$ cat config.mk
export PLATFORM = sky130hd
export DESIGN_NAME = csl_top
export DESIGN_NICKNAME = d
export VERILOG_FILES = /design/src/inc/csl_pkg.sv /design/src/design/csl_lock_det.sv /design/src/design/csl_top.sv
export SDC_FILE = /design/constraint.sdc
export NUM_CORES = 1
export LEC_CHECK = 0
export ABC_AREA = 1
export BUFFER_PORTS_ARGS = -buffer_cell sky130_fd_sc_hd__buf_2
export CORE_MARGIN = 3
export CORE_UTILIZATION = 50
export CTS_CLUSTER_DIAMETER = 40
export CTS_CLUSTER_SIZE = 25
export DETAILED_ROUTE_END_ITERATION = 16
export GPL_ROUTABILITY_DRIVEN = 0
export HOLD_SLACK_MARGIN = 0.02
export PLACE_DENSITY = 0.71
export SETUP_SLACK_MARGIN = 0.2
export SLEW_MARGIN = 20
export SYNTH_ARGS = -nofsm -noshare
export SYNTH_HDL_FRONTEND = slang
export SYNTH_SLANG_ARGS = --single-unit
$ cat constraint.sdc
create_clock -name clk_in -period 5.85 [get_ports clk_in]
set_clock_uncertainty 0.2 [all_clocks]
set_input_delay 0.2925 -clock clk_in [delete_from_list [all_inputs] [get_ports clk_in]]
set_output_delay 0.2925 -clock clk_in [all_outputs]
set_load 0.1 [all_outputs]
$ cat src/inc/csl_pkg.sv
`default_nettype none
package csl_pkg;

    // APB register map, byte addresses
    localparam logic [11:0] CSL_CTRL_OFF   = 12'h000;
    localparam logic [11:0] CSL_STATUS_OFF = 12'h004;
    localparam logic [11:0] CSL_FLAGS_OFF  = 12'h008;
    localparam logic [11:0] CSL_MASK_OFF   = 12'h00C;
    localparam logic [11:0] CSL_EXPECT_OFF = 12'h010;

    // CTRL fields
    localparam int CTRL_SRC_LSB     = 0;
    localparam int CTRL_PLLREF_BIT  = 2;
    localparam int CTRL_SCMEN_BIT   = 3;
    localparam int CTRL_WDAPI_BIT   = 4;
    localparam int CTRL_RTIOSC_BIT  = 5;
    localparam logic [5:0] CTRL_RST = 6'h00;

    // STATUS fields
    localparam int STAT_QUAL_BIT   = 0;
    localparam int STAT_SCM_BIT    = 1;
    localparam int STAT_LOCK_BIT   = 2;
    localparam int STAT_SRC_LSB    = 3;
    localparam int STAT_DIV4_BIT   = 5;

    // FLAGS / MASK fields
    localparam int FLG_SCM_BIT  = 0;
    localparam int FLG_LOCK_BIT = 1;
    localparam int FLG_ILL_BIT  = 2;
    localparam logic [2:0] FLAGS_RST = 3'h0;
    localparam logic [2:0] MASK_RST  = 3'h0;
    localparam logic [15:0] EXPECT_RST = 16'h0000;

    // Timing
    localparam int CLK_PERIOD_NS = 20;
    localparam int CMU_MIN_NS    = 2200;
    localparam int CMU_MAX_NS    = 5000;
    localparam logic [7:0] CMU_MIN_CYC  = 8'((CMU_MIN_NS + CLK_PERIOD_NS - 1) / CLK_PERIOD_NS);
    localparam logic [7:0] CMU_MAX_CYC  = 8'(CMU_MAX_NS / CLK_PERIOD_NS);
    localparam logic [7:0] CMU_FAIL_CYC = CMU_MIN_CYC + 8'h01;
    localparam logic [4:0] RST_PULSE_CYC = 5'h10;

    // Lock detector
    localparam logic [6:0]  LD_LAST_REF = 7'h7F;
    localparam logic [16:0] LD_TOL      = 17'h00002;

    typedef enum logic [1:0] {
        CSL_SRC_IRC = 2'b00,
        CSL_SRC_OSC = 2'b01,
        CSL_SRC_PLL = 2'b10,
        CSL_SRC_SCM = 2'b11
    } csl_src_t;

    typedef struct packed {
        logic [6:0]  ref_cnt;
        logic [15:0] fb_cnt;
        logic        locked;
    } csl_ld_state_t;

    typedef struct packed {
        logic        osc_prev;
        logic [7:0]  gap_cnt;
        logic [7:0]  qual_cnt;
        logic        osc_ok;
        logic        self_clock_mode;
        csl_src_t    src;
        logic [5:0]  ctrl;
        logic [2:0]  flags;
        logic [2:0]  mask;
        logic [15:0] expect_cnt;
        logic [31:0] prdata;
        logic [4:0]  rst_cnt;
        logic        sys_rst;
        logic        div4;
    } csl_state_t;

endpackage
`default_nettype wire

$ cat src/design/csl_lock_det.sv
`timescale 1ns/1ps
`default_nettype none
module csl_lock_det
    import csl_pkg::*;
(
    input  wire logic        clk_in,
    input  wire logic        resetn_in,
    input  wire logic        ref_tick_in,
    input  wire logic        fb_tick_in,
    input  wire logic [15:0] expect_in,
    output logic             locked_out,
    output logic             lock_change_out
);

    function automatic logic [16:0] csl_absdiff(input logic [16:0] a, input logic [16:0] b);
        csl_absdiff = (a > b) ? (a - b) : (b - a);
    endfunction

    csl_ld_state_t s_r;
    csl_ld_state_t s_nxt;
    logic [16:0]   fb_total;
    logic          window_end;
    logic          in_tol;

    always_comb
    begin
        s_nxt      = s_r;
        fb_total   = {1'b0, s_r.fb_cnt} + {16'h0000, fb_tick_in};
        window_end = ref_tick_in && (s_r.ref_cnt == LD_LAST_REF);
        in_tol     = csl_absdiff(fb_total, {1'b0, expect_in}) <= LD_TOL;
        if (ref_tick_in)
        begin
            s_nxt.ref_cnt = s_r.ref_cnt + 7'h01;
        end
        if (window_end)
        begin
            // Judge once per 128 reference cycles
            s_nxt.locked = in_tol;
            s_nxt.fb_cnt = 16'h0000;
        end
        else if (fb_tick_in && s_r.fb_cnt != 16'hFFFF)
        begin
            s_nxt.fb_cnt = s_r.fb_cnt + 16'h0001;
        end
    end

    always_ff @(posedge clk_in or negedge resetn_in)
    begin
        if (!resetn_in)
        begin
            s_r <= '0;
        end
        else
        begin
            s_r <= s_nxt;
        end
    end

    assign locked_out      = s_r.locked;
    assign lock_change_out = s_r.locked != s_nxt.locked;

    lock_judge_a: assert property (@(posedge clk_in) disable iff (!resetn_in)
        window_end |=> (locked_out == $past(in_tol)))
        else $error("Lock state not judged at window end");

endmodule
`default_nettype wire

$ cat src/design/csl_top.sv
// Functional notes
// - Out of reset the system clock runs from the internal RC oscillator.
// - Software switch to crystal only after qualification; qualified flag readable.
// - Edge monitor flags missing edges over 2.2 us, within 5 us; reset or self-clock.
// - Self-clock mode keeps the system running from a slow fallback clock.
// - Entry to or exit from self-clock mode sets a flag; interrupt when enabled.
// - Lock detector checks feedback count each 128 reference cycles; unlock beyond 2.
// - Any lock state change sets a flag; interrupt when enabled.
// - On loss of lock the bus clock is the PLL clock divided by four.
// - System clock from crystal or PLL; PLL reference from RC or crystal.
// - Three time bases: crystal, RC, periodic timer; core uses selected clock.
// - If the RC oscillator never starts the device stays in reset.
// - With crystal as system clock the RC feeds only tick timer or watchdog.
// - Watchdog may be clocked from the periodic timer time base.
// - Readable lock status bit once the PLL has locked.
// - Fetch from an invalid address causes an illegal address reset.
//
// The address map and the APB register port are this design's own decisions.
`timescale 1ns/1ps
`default_nettype none
module csl_top
    import csl_pkg::*;
#(
    parameter logic [7:0]  OSC_QUAL_EDGES = 8'h40,
    parameter logic [15:0] LEGAL_LO       = 16'h4000,
    parameter logic [15:0] LEGAL_HI       = 16'hFFFF
)
(
    input  wire logic        clk_in,
    input  wire logic        resetn_in,
    // APB slave
    input  wire logic        psel,
    input  wire logic        penable,
    input  wire logic        pwrite,
    input  wire logic [11:0] paddr,
    input  wire logic [31:0] pwdata,
    output logic [31:0]      prdata,
    output logic             pready,
    output logic             pslverr,
    // Clock sources
    input  wire logic        crystal_oscillator_in,
    input  wire logic        irc_ok_in,
    input  wire logic        pll_ref_tick_in,
    input  wire logic        pll_fb_tick_in,
    input  wire logic        fetch_valid_in,
    input  wire logic [15:0] fetch_addr_in,
    // Clock steering
    output logic [1:0]       sysclk_src_out,
    output logic             pll_ref_osc_out,
    output logic             bus_div4_out,
    output logic             irc_to_pll_en_out,
    output logic             rti_src_osc_out,
    output logic             wdog_src_api_out,
    output logic             self_clock_mode_out,
    output logic             sys_reset_out,
    output logic             irq_out
);

    function automatic logic csl_mapped(input logic [11:0] a);
        csl_mapped = (a == CSL_CTRL_OFF) || (a == CSL_STATUS_OFF) || (a == CSL_FLAGS_OFF) ||
                     (a == CSL_MASK_OFF) || (a == CSL_EXPECT_OFF);
    endfunction

    csl_state_t s_r;
    csl_state_t s_nxt;

    logic       pll_locked;
    logic       lock_change;
    logic       osc_edge;
    logic       cmu_fail;
    logic       wr_en;
    logic       rd_setup;
    logic       illegal_fetch;
    logic       want_osc;
    logic [1:0] req_src;
    logic [2:0] flag_set;
    logic [31:0] status_word;

    csl_lock_det u_lock_det (
        .clk_in          (clk_in),
        .resetn_in       (resetn_in),
        .ref_tick_in     (pll_ref_tick_in),
        .fb_tick_in      (pll_fb_tick_in),
        .expect_in       (s_r.expect_cnt),
        .locked_out      (pll_locked),
        .lock_change_out (lock_change)
    );

    always_comb
    begin
        s_nxt         = s_r;
        wr_en         = psel && penable && pwrite && csl_mapped(paddr);
        rd_setup      = psel && !penable && !pwrite;
        osc_edge      = crystal_oscillator_in ^ s_r.osc_prev;
        // Qualified crystal missing edges past the minimum gap
        cmu_fail      = s_r.osc_ok && !osc_edge && (s_r.gap_cnt == CMU_FAIL_CYC - 8'h01);
        illegal_fetch = fetch_valid_in && ((fetch_addr_in < LEGAL_LO) || (fetch_addr_in > LEGAL_HI));
        req_src       = s_r.ctrl[CTRL_SRC_LSB +: 2];
        want_osc      = (req_src == CSL_SRC_OSC) ||
                        (req_src == CSL_SRC_PLL && s_r.ctrl[CTRL_PLLREF_BIT]);
        flag_set      = 3'h0;
        status_word   = 32'h0000_0000;
        status_word[STAT_QUAL_BIT]         = s_r.osc_ok;
        status_word[STAT_SCM_BIT]          = s_r.self_clock_mode;
        status_word[STAT_LOCK_BIT]         = pll_locked;
        status_word[STAT_SRC_LSB +: 2]     = s_r.src;
        status_word[STAT_DIV4_BIT]         = s_r.div4;

        // Crystal edge monitor and qualification
        s_nxt.osc_prev = crystal_oscillator_in;
        if (osc_edge)
        begin
            s_nxt.gap_cnt = 8'h00;
        end
        else if (s_r.gap_cnt != CMU_MAX_CYC)
        begin
            s_nxt.gap_cnt = s_r.gap_cnt + 8'h01;
        end
        if (!s_r.osc_ok)
        begin
            // A gap during qualification restarts the count
            if (!osc_edge && s_r.gap_cnt == CMU_FAIL_CYC - 8'h01)
            begin
                s_nxt.qual_cnt = 8'h00;
            end
            else if (osc_edge)
            begin
                if (s_r.qual_cnt == OSC_QUAL_EDGES - 8'h01)
                begin
                    s_nxt.osc_ok   = 1'b1;
                    s_nxt.qual_cnt = 8'h00;
                end
                else
                begin
                    s_nxt.qual_cnt = s_r.qual_cnt + 8'h01;
                end
            end
        end
        else if (cmu_fail)
        begin
            s_nxt.osc_ok = 1'b0;
        end

        // Self-clock mode entry and exit
        if (cmu_fail && s_r.ctrl[CTRL_SCMEN_BIT])
        begin
            s_nxt.self_clock_mode = 1'b1;
            s_nxt.src = CSL_SRC_SCM;
        end
        else if (s_r.self_clock_mode && s_nxt.osc_ok)
        begin
            // Leave to the RC clock; the next cycle re-applies the source requested in CTRL
            s_nxt.self_clock_mode = 1'b0;
            s_nxt.src = CSL_SRC_IRC;
        end
        else if (!s_r.self_clock_mode)
        begin
            // Source selection, only from qualified sources
            unique case (req_src)
                CSL_SRC_IRC:
                begin
                    s_nxt.src = CSL_SRC_IRC;
                end
                CSL_SRC_OSC:
                begin
                    if (s_r.osc_ok)
                    begin
                        s_nxt.src = CSL_SRC_OSC;
                    end
                end
                CSL_SRC_PLL:
                begin
                    if (!s_r.ctrl[CTRL_PLLREF_BIT] || s_r.osc_ok)
                    begin
                        s_nxt.src = CSL_SRC_PLL;
                    end
                end
                default:
                begin
                    s_nxt.src = s_r.src;
                end
            endcase
            // Crystal lost without self-clock: fall back so no stale source stays
            if (want_osc && !s_nxt.osc_ok)
            begin
                s_nxt.src = CSL_SRC_IRC;
            end
        end
        if (s_nxt.self_clock_mode != s_r.self_clock_mode)
        begin
            flag_set[FLG_SCM_BIT] = 1'b1;
        end
        if (lock_change)
        begin
            flag_set[FLG_LOCK_BIT] = 1'b1;
        end
        if (illegal_fetch)
        begin
            flag_set[FLG_ILL_BIT] = 1'b1;
        end

        // Unlocked PLL keeps the bus clock well below its maximum
        s_nxt.div4 = (s_nxt.src == CSL_SRC_PLL) && !pll_locked;

        // Reset requests: stretched pulse for monitor and illegal address
        if (illegal_fetch || (cmu_fail && !s_r.ctrl[CTRL_SCMEN_BIT]))
        begin
            s_nxt.rst_cnt = RST_PULSE_CYC;
        end
        else if (s_r.rst_cnt != 5'h00)
        begin
            s_nxt.rst_cnt = s_r.rst_cnt - 5'h01;
        end
        s_nxt.sys_rst = !irc_ok_in || (s_nxt.rst_cnt != 5'h00);

        // Register writes; hardware set wins over a write-one clear
        s_nxt.flags = s_r.flags | flag_set;
        if (wr_en)
        begin
            unique case (paddr)
                CSL_CTRL_OFF:
                begin
                    s_nxt.ctrl = pwdata[5:0];
                end
                CSL_FLAGS_OFF:
                begin
                    s_nxt.flags = (s_r.flags & ~pwdata[2:0]) | flag_set;
                end
                CSL_MASK_OFF:
                begin
                    s_nxt.mask = pwdata[2:0];
                end
                CSL_EXPECT_OFF:
                begin
                    s_nxt.expect_cnt = pwdata[15:0];
                end
                default:
                begin
                    s_nxt.ctrl = s_r.ctrl;
                end
            endcase
        end

        // Read data captured in setup phase, presented in access phase
        if (rd_setup)
        begin
            unique case (paddr)
                CSL_CTRL_OFF:   s_nxt.prdata = {26'h0000000, s_r.ctrl};
                CSL_STATUS_OFF: s_nxt.prdata = status_word;
                CSL_FLAGS_OFF:  s_nxt.prdata = {29'h00000000, s_r.flags};
                CSL_MASK_OFF:   s_nxt.prdata = {29'h00000000, s_r.mask};
                CSL_EXPECT_OFF: s_nxt.prdata = {16'h0000, s_r.expect_cnt};
                default:        s_nxt.prdata = 32'h0000_0000;
            endcase
        end
    end

    always_ff @(posedge clk_in or negedge resetn_in)
    begin
        if (!resetn_in)
        begin
            s_r            <= '0;
            s_r.src        <= CSL_SRC_IRC;
            s_r.ctrl       <= CTRL_RST;
            s_r.flags      <= FLAGS_RST;
            s_r.mask       <= MASK_RST;
            s_r.expect_cnt <= EXPECT_RST;
            s_r.sys_rst    <= 1'b1;
        end
        else
        begin
            s_r <= s_nxt;
        end
    end

    assign prdata              = s_r.prdata;
    assign pready              = 1'b1;
    assign pslverr             = psel && penable && !csl_mapped(paddr);
    assign sysclk_src_out      = s_r.src;
    assign pll_ref_osc_out     = s_r.ctrl[CTRL_PLLREF_BIT];
    assign bus_div4_out        = s_r.div4;
    // RC feeds the PLL only when it is the PLL reference in use
    assign irc_to_pll_en_out   = (s_r.src == CSL_SRC_PLL) && !s_r.ctrl[CTRL_PLLREF_BIT];
    assign rti_src_osc_out     = s_r.ctrl[CTRL_RTIOSC_BIT] && s_r.osc_ok;
    assign wdog_src_api_out    = s_r.ctrl[CTRL_WDAPI_BIT];
    assign self_clock_mode_out = s_r.self_clock_mode;
    assign sys_reset_out       = s_r.sys_rst;
    assign irq_out             = |(s_r.flags & s_r.mask);

    osc_gate_a: assert property (@(posedge clk_in) disable iff (!resetn_in)
        (s_r.src == CSL_SRC_OSC) |-> $past(s_r.osc_ok))
        else $error("Crystal selected before qualification");

    gap_detect_a: assert property (@(posedge clk_in) disable iff (!resetn_in)
        (s_r.osc_ok && s_r.gap_cnt == CMU_FAIL_CYC - 8'h01 && !osc_edge) |=> !s_r.osc_ok)
        else $error("Missing crystal edges not detected");

    scm_entry_a: assert property (@(posedge clk_in) disable iff (!resetn_in)
        (cmu_fail && s_r.ctrl[CTRL_SCMEN_BIT]) |=> (self_clock_mode_out && sysclk_src_out == CSL_SRC_SCM))
        else $error("Self-clock mode not entered on crystal loss");

    scm_flag_a: assert property (@(posedge clk_in) disable iff (!resetn_in)
        $changed(s_r.self_clock_mode) |-> s_r.flags[FLG_SCM_BIT])
        else $error("Self-clock change not flagged");

    lock_flag_a: assert property (@(posedge clk_in) disable iff (!resetn_in)
        $changed(pll_locked) |-> (s_r.flags[FLG_LOCK_BIT] && (irq_out || !s_r.mask[FLG_LOCK_BIT])))
        else $error("Lock change not flagged");

    div_four_a: assert property (@(posedge clk_in) disable iff (!resetn_in)
        !pll_locked |=> (bus_div4_out == (s_r.src == CSL_SRC_PLL)))
        else $error("Bus clock not divided while unlocked");

    irc_hold_a: assert property (@(posedge clk_in) disable iff (!resetn_in)
        !irc_ok_in |=> sys_reset_out)
        else $error("Reset released without RC oscillator");

    osc_only_a: assert property (@(posedge clk_in) disable iff (!resetn_in)
        (sysclk_src_out == CSL_SRC_OSC) |-> !irc_to_pll_en_out)
        else $error("RC steered to PLL while on crystal");

    illegal_address_reset_rst_a: assert property (@(posedge clk_in) disable iff (!resetn_in)
        illegal_fetch |=> sys_reset_out[*8])
        else $error("Illegal address reset too short");

    flag_keep_a: assert property (@(posedge clk_in) disable iff (!resetn_in)
        (s_r.flags[FLG_SCM_BIT] && !(wr_en && paddr == CSL_FLAGS_OFF && pwdata[FLG_SCM_BIT]))
        |=> s_r.flags[FLG_SCM_BIT])
        else $error("Change flag lost without software clear");

endmodule
`default_nettype wire

==> flow_summary.yaml, run 1 <==
timing:
  rsz0062_at_grt: "no"
  min_period_ns: 4.45
  drv_slew: 0
  final_hold_viol_count: 0
  final-setup-viol-count: 0
  worstMarginPinSlew_ns: 0.829
  max_slew_margin_pct: 44.7
  timing.final.crit_share_pct: 76.0
  fmax_mhz: 225
  setup_tns_ns: 0
  holdWs_ns: 0.0253
routing:
  vias_per_cell: 5.18
  ant_nets: 0
  drc: 0
  first_iter_violations: 495
  avgRoutedWirePerCell_um: 14.2
  routed_wl_mm: 17.9
  drt_pre_antenna_iters: 5
  via_count: 6562
run:
  cap_violations: 0
clock_tree:
  clock_latency_ns: 0.36
  cts.path.max_buffers: 2
  h-tree-depth: 3
  post_cts_buffers: 0
  numCtsBuffers: 9
  cts.sinks: 96
  clk_pin_slew_worst_paths_ns: 0.08
  cts_tree: "built"
  root_buffer: "clkbuf_16"
critical_path:
  r2r_cells: 25
  crit_path_start_kind: "input pin"
  crit-reg2reg-launch: "u_lock_det.s_r[1]"
  crit_path_end: "s_r[59]"
  rrSetupSlack_ns: 1.58
  worstPathRequired_ns: 5.91
  cp_max_fo: 18
  reg2reg_to: "s_r[59]"
  critPathKind: "input pin to register"
  cp_data_arrival_time_ns: 4.50
  critPathLaunch: "pll_fb_tick_in"
  cp-end-kind: "register"
logic_synthesis:
  yosys.area_share.simple_pct: 29.5
  synthArstFlopShare_pct: 100
  synth_compound_area_share_pct: 12.6
  synthTopCellsByArea: "dfrtp_1 33%, nand2_1 13%, inv_1 7.8%"
  syn_inst: 1024
  synth.yosys.seq_area_share_pct: 33.1
  yosysWarnings: 0
  synthXorXnorAreaFrac_pct: 3.98
  synth_ff_type: "dfrtp_1"
  muxShareOfSynthArea_pct: 0.138
  synth_cell_type_count: 51
  syn_area_per_cell_um2: 7.10
  synth_fa_ha_area_share_pct: 7.61
  synth.top_cell.area_share_pct: 32.7
  mappedNetlistArea_um2: 7270
  synth_top_family_by_area: "simple AND/OR/NAND/NOR gates"
  synth-seq-cells: 96
  synth-edff-count: 0
  synth_largest_area_cell: "dfrtp_1"
die:
  core_area_um2: 14000
  die_w_um: 127
  die_area_um2: 16000
  dieHeight_um: 127
  fp-row-count: 43
  start_util_pct: 51.8
  ioPinCount: 114
power:
  power.internal_mw: 1.55
  ir_worst_vdd_v: 0.000245
  p_clk_share_pct: 24.1
  combPwrFrac_pct: 44.8
  power.density_nw_per_um2: 341
  swShare_pct: 43.3
  p_leak_nw: 4.16
  power_switching_mw: 1.18
  p_seq_share_pct: 31.1
  total_power_mw: 2.72
finish:
  final_common_cell: "nand2_1"
  diodes: 0
  syn_to_final_growth_pct: 10.1
  nets: 1194
  fillers: 1327
  drive_gt1_share_pct: 11.4
  layout_common_cells: "254 x nand2_1, 152 x inv_1, 95 x dfrtp_1"
grt:
  grt_max_degree: 66
  grt_pass1_vias: 6096
  grt_overflow_total: 0
  antenna_found_initial: 0
  grt_pass1_wl_mm: 29.6
  gr-usage-all-layers_pct: 22.8
placement:
  portBuffers: 66
  post-dp-hpwl_mm: 14.1
run_status:
  status: "finished, final reports clean"
min_path:
  hold_class: "input pin to register"
==> stage by stage <==
stage / instance area [µm²] / setup WS, ns / cells / util (%)
final: 8000 / 1.40 / 1266 / 57.0
after global placement: 7560 / 1.67 / 1238 / 53.8
after detailed placement: 7560 / 1.57 / 1238 / 53.8
after CTS: 8000 / 1.41 / 1266 / 57.0
after global routing: 8000 / 1.03 / 1266 / 57.0
after floorplan: 7320 / 2.30 / 1039 / -
==> flip-flops by register name, indices dropped and copies added (netlist names) <==
name / flops
bus_div4_out: 1
u_lock_det.s_r: 23
self_clock_mode_out: 1
s_r: 47
sysclk_src_out: 2
req_src: 2
sys_reset_out: 1
wdog_src_api_out: 1
u_lock_det.locked_out: 1
pll_ref_osc_out: 1
prdata: 16
==> worst min path at each step <==
stage / slack, ns / from / cells past startpoint / endpoint
2_1_floorplan: -0.20 / resetn_in / 0 / bus_div4_out
3_3_place_gp: 0.05 / resetn_in / 1 / s_r[79]
3_5_place_dp: 0.05 / resetn_in / 1 / s_r[87]
4_1_cts: 0.02 / pwdata[8] / 3 / s_r[47]
5_1_grt: 0.05 / pwdata[8] / 3 / s_r[47]
6_report: 0.03 / pwdata[4] / 3 / s_r[43]
==> routing by layer <==
metal / vias up / part of all wire [%] / GRT usage [%]
li1: 3356 / - / -
met1: 3013 / 48 / 32.8
met3: 20 / 4.9 / 2.32
met5: - / 0 / 0
met2: 173 / 45 / 36.3
met4: 0 / 1.8 / 7.00
==> synth_stat cells (2+ instances only) <==
master	number
nand2_8	2
conb_1	2
xor2_1	28
buf_2	5
o21ai_1	4
o21bai_1	3
nor2_1	79
xnor2_1	5
ha_1	41
nor3_1	27
o221ai_1	2
a21oi_1	61
nor3b_1	5
nor2_4	3
nand4_1	8
nand2_1	254
inv_1	152
o211ai_1	3
a21o_1	3
nand2_2	8
nor2_2	9
o22ai_1	6
a31oi_1	3
o32a_1	3
fa_1	2
o31ai_1	11
nand3b_1	4
buf_4	36
nor4_1	3
and3_1	3
inv_2	6
nand3_1	60
dfrtp_1	95
o21ai_0	59
or2_2	6
clkbuf_1	8
==> critical path, cell delays in order <==
cell and delay, ns:
dlygate4sd3_1 0.53, buf_2 0.13, ha_1 0.17, ha_1 0.22, inv_1 0.09, nor2_4 0.16
inv_1 0.06, nor2_1 0.18, nand3_1 0.12, xor2_1 0.25, inv_1 0.07, ha_1 0.40
nand2_1 0.13, inv_2 0.10, nand2_2 0.09, nor3_4 0.19, nand4_4 0.27, nand2_8 0.23
inv_2 0.10, nand2_1 0.07, nand2_1 0.05, nor2_1 0.15, nand2_1 0.08, nor2_2 0.14
nand2_1 0.09, nand3_1 0.07, nand2_1 0.05
==> repair_timing <==
item	CTS	global route
hold endpoints to repair	43	0
hold buffers	12	0
gates resized for setup	0	0
==> cell families (layout without fill, tap and decap cells) <==
logic type	Yosys count	in the layout
and+or+nand+nor	477	477
buffers and inverters	209	256
AOI/OAI and AO/OA	163	163
DFF	96	96
adders and majority gates	43	43
xor gates and xnor gates	33	33
other	2	17
muxes	1	1
==> cell type report <==
cell class	instances	area [µm²]	area share (%)
Timing Repair Buffer	81	475	5.94
Clock inverter	5	87.6	1.09
Clock buffer	11	233	2.91
Inverter	159	597	7.46
Multi-Input combinational cell	734	3980	49.7
Tap cell	180	225	2.82
Sequential cell	96	2400	30.0
==> power by group through the flow <==
stage	Clock (mW)	Sequential, mW	Combinational [mW]
5_1_grt	0.690	0.860	1.38
6_report	0.656	0.847	1.22
3_5_place_dp	0	0.857	1.19
3_3_place_gp	0	0.855	1.17
2_1_floorplan	0	0.850	0.958
4_1_cts	0.667	0.845	1.21
(Power assumes the default switching activity.)
==> run 2: changes to the inputs <==
Clock period 5.85 ns to 4.5 ns, I/O delays scaled along.
==> run 2 against run 1 <==
  * Global-route usage down 0.070 points
  * Core utilization up 1.0 points
  * Clock power up 12%
==> flow_summary.yaml, run 2 (synthesis gave the netlist of run 1 again) <==
run_status:
  status: "finished, final reports clean"
finish:
  largest_reg_flops: 47
  stdcell_area_um2: 8150
  drive_gt1_share_pct: 13.1
  nets: 1208
  layout_common_cells: "254 x nand2_1, 152 x inv_1, 95 x dfrtp_1"
  syn_to_final_growth_pct: 12.1
  diodes: 0
  top_register: "s_r"
  fin_util_pct: 58.0
  final_common_cell: "nand2_1"
timing:
  holdWs_ns: 0.0456
  rsz0062_at_grt: "no"
  final-setup-viol-count: 0
  max_slew_margin_pct: 41.4
  timing.final.crit_share_pct: 90.7
  min_period_ns: 4.08
  final_hold_viol_count: 0
  fmax_mhz: 245
  setup_tns_ns: 0
  drv_slew: 0
  worstMarginPinSlew_ns: 0.878
clock_tree:
  cts.sinks: 96
  cts.path.max_buffers: 2
  clk_pin_slew_worst_paths_ns: 0.07
  root_buffer: "clkbuf_16"
  clock_latency_ns: 0.35
  numCtsBuffers: 9
  h-tree-depth: 3
  cts_tree: "built"
placement:
  portBuffers: 66
  post-dp-hpwl_mm: 14.3
  placed_cell_area_um2: 7550
grt:
  grt_pass1_vias: 6177
  antenna_found_initial: 0
  grt_max_degree: 72
  grt_pass1_wl_mm: 29.8
  grt_overflow_total: 0
  gr-usage-all-layers_pct: 22.7
routing:
  routed_wl_mm: 18.1
  avgRoutedWirePerCell_um: 14.2
  drt_pre_antenna_iters: 5
  vias_per_cell: 5.22
  via_count: 6676
  drc: 0
  first_iter_violations: 494
  ant_nets: 0
critical_path:
  critPathMaxStageDelay_ns: 0.39
  r2r_cells: 26
  crit_path_end: "s_r[59]"
  cpMaxStageDelayCell: "dfrtp_1"
  cp_max_fo: 9
  critPathKind: "register to register"
  critPathLaunch: "u_lock_det.s_r[1]"
  crit_path_start_kind: "register"
  rrSetupSlack_ns: 0.42
  critPathBufInv: 5
  cp_data_arrival_time_ns: 4.13
  critPathTopFamily: "simple AND/OR/NAND/NOR gates"
  cp-end-kind: "register"
  crit-reg2reg-launch: "u_lock_det.s_r[1]"
  cp_common_cell: "nand2_1"
  path_depth: 26
  reg2reg_to: "s_r[59]"
  worstPathRequired_ns: 4.55
power:
  total_power_mw: 3.46
  p_leak_nw: 4.19
  power.density_nw_per_um2: 425
  ir_worst_vdd_v: 0.000265
die:
  fp-row-count: 43
  core_area_um2: 14000
  start_util_pct: 51.8
  die_w_um: 127
  dieHeight_um: 127
  die_area_um2: 16000
  ioPinCount: 114
min_path:
  hold_class: "input pin to register"
run:
  cap_violations: 0
-- run 2: worst min path at each step --
stage | end | depth (start not counted) | start
after floorplan | bus_div4_out | 0 | resetn_in
after global routing | s_r[56] | 3 | pwdata[1]
after detailed placement | s_r[87] | 1 | crystal_oscillator_in
after CTS | pll_ref_osc_out | 3 | pwdata[2]
final | pll_ref_osc_out | 3 | pwdata[2]
after global placement | s_r[87] | 1 | crystal_oscillator_in
-- run 2: final cells by class --
class	instances	area [µm²]
inverter	159	597
timing repair buffer	95	598
clock inverter	6	42.5
fill	1329	5900
tap	180	225
clock buffer	10	229
sequential	96	2400
multi-input combinational	734	4050
-- run 2: what timing repair did --
item | 4_1_cts | 5_1_grt
hold buffers | 19 | 0
hold endpoints to repair | 91 | 0
gates resized for setup | 0 | 15
setup buffers | 0 | 8
endpoints found under the setup margin | 0 | 2
-- run 2: routing by layer --
layer / track usage (%) / vias up / share of wire [%]
li1: - / 3378 / -
met1: 32.5 / 3070 / 47
met3: 3.87 / 35 / 5.8
met5: 0 / - / 0
met4: 6.75 / 0 / 2.2
met2: 35.3 / 193 / 45
-- run 2: stage by stage --
stage                     setup slack, ns  cells
after floorplan                     0.947   1039
after global placement              0.401   1237
after detailed placement            0.261   1237
after CTS                           0.253   1272
after global routing                0.151   1280
final                               0.416   1280
-- run 2: power by group --
group / internal [mW] / switching, mW / leakage (nW)
combinational: 0.544 / 1.08 / 2.87
sequential: 0.988 / 0.113 / 1.19
clock: 0.379 / 0.358 / 0.135
total: 1.91 / 1.55 / 4.19
-- run 2: tightest hold or removal path, delay by kind of cell --
family | cells | cell delay [ns]
buf+inv | 2 | 0.17
compound gates | 1 | 0.16
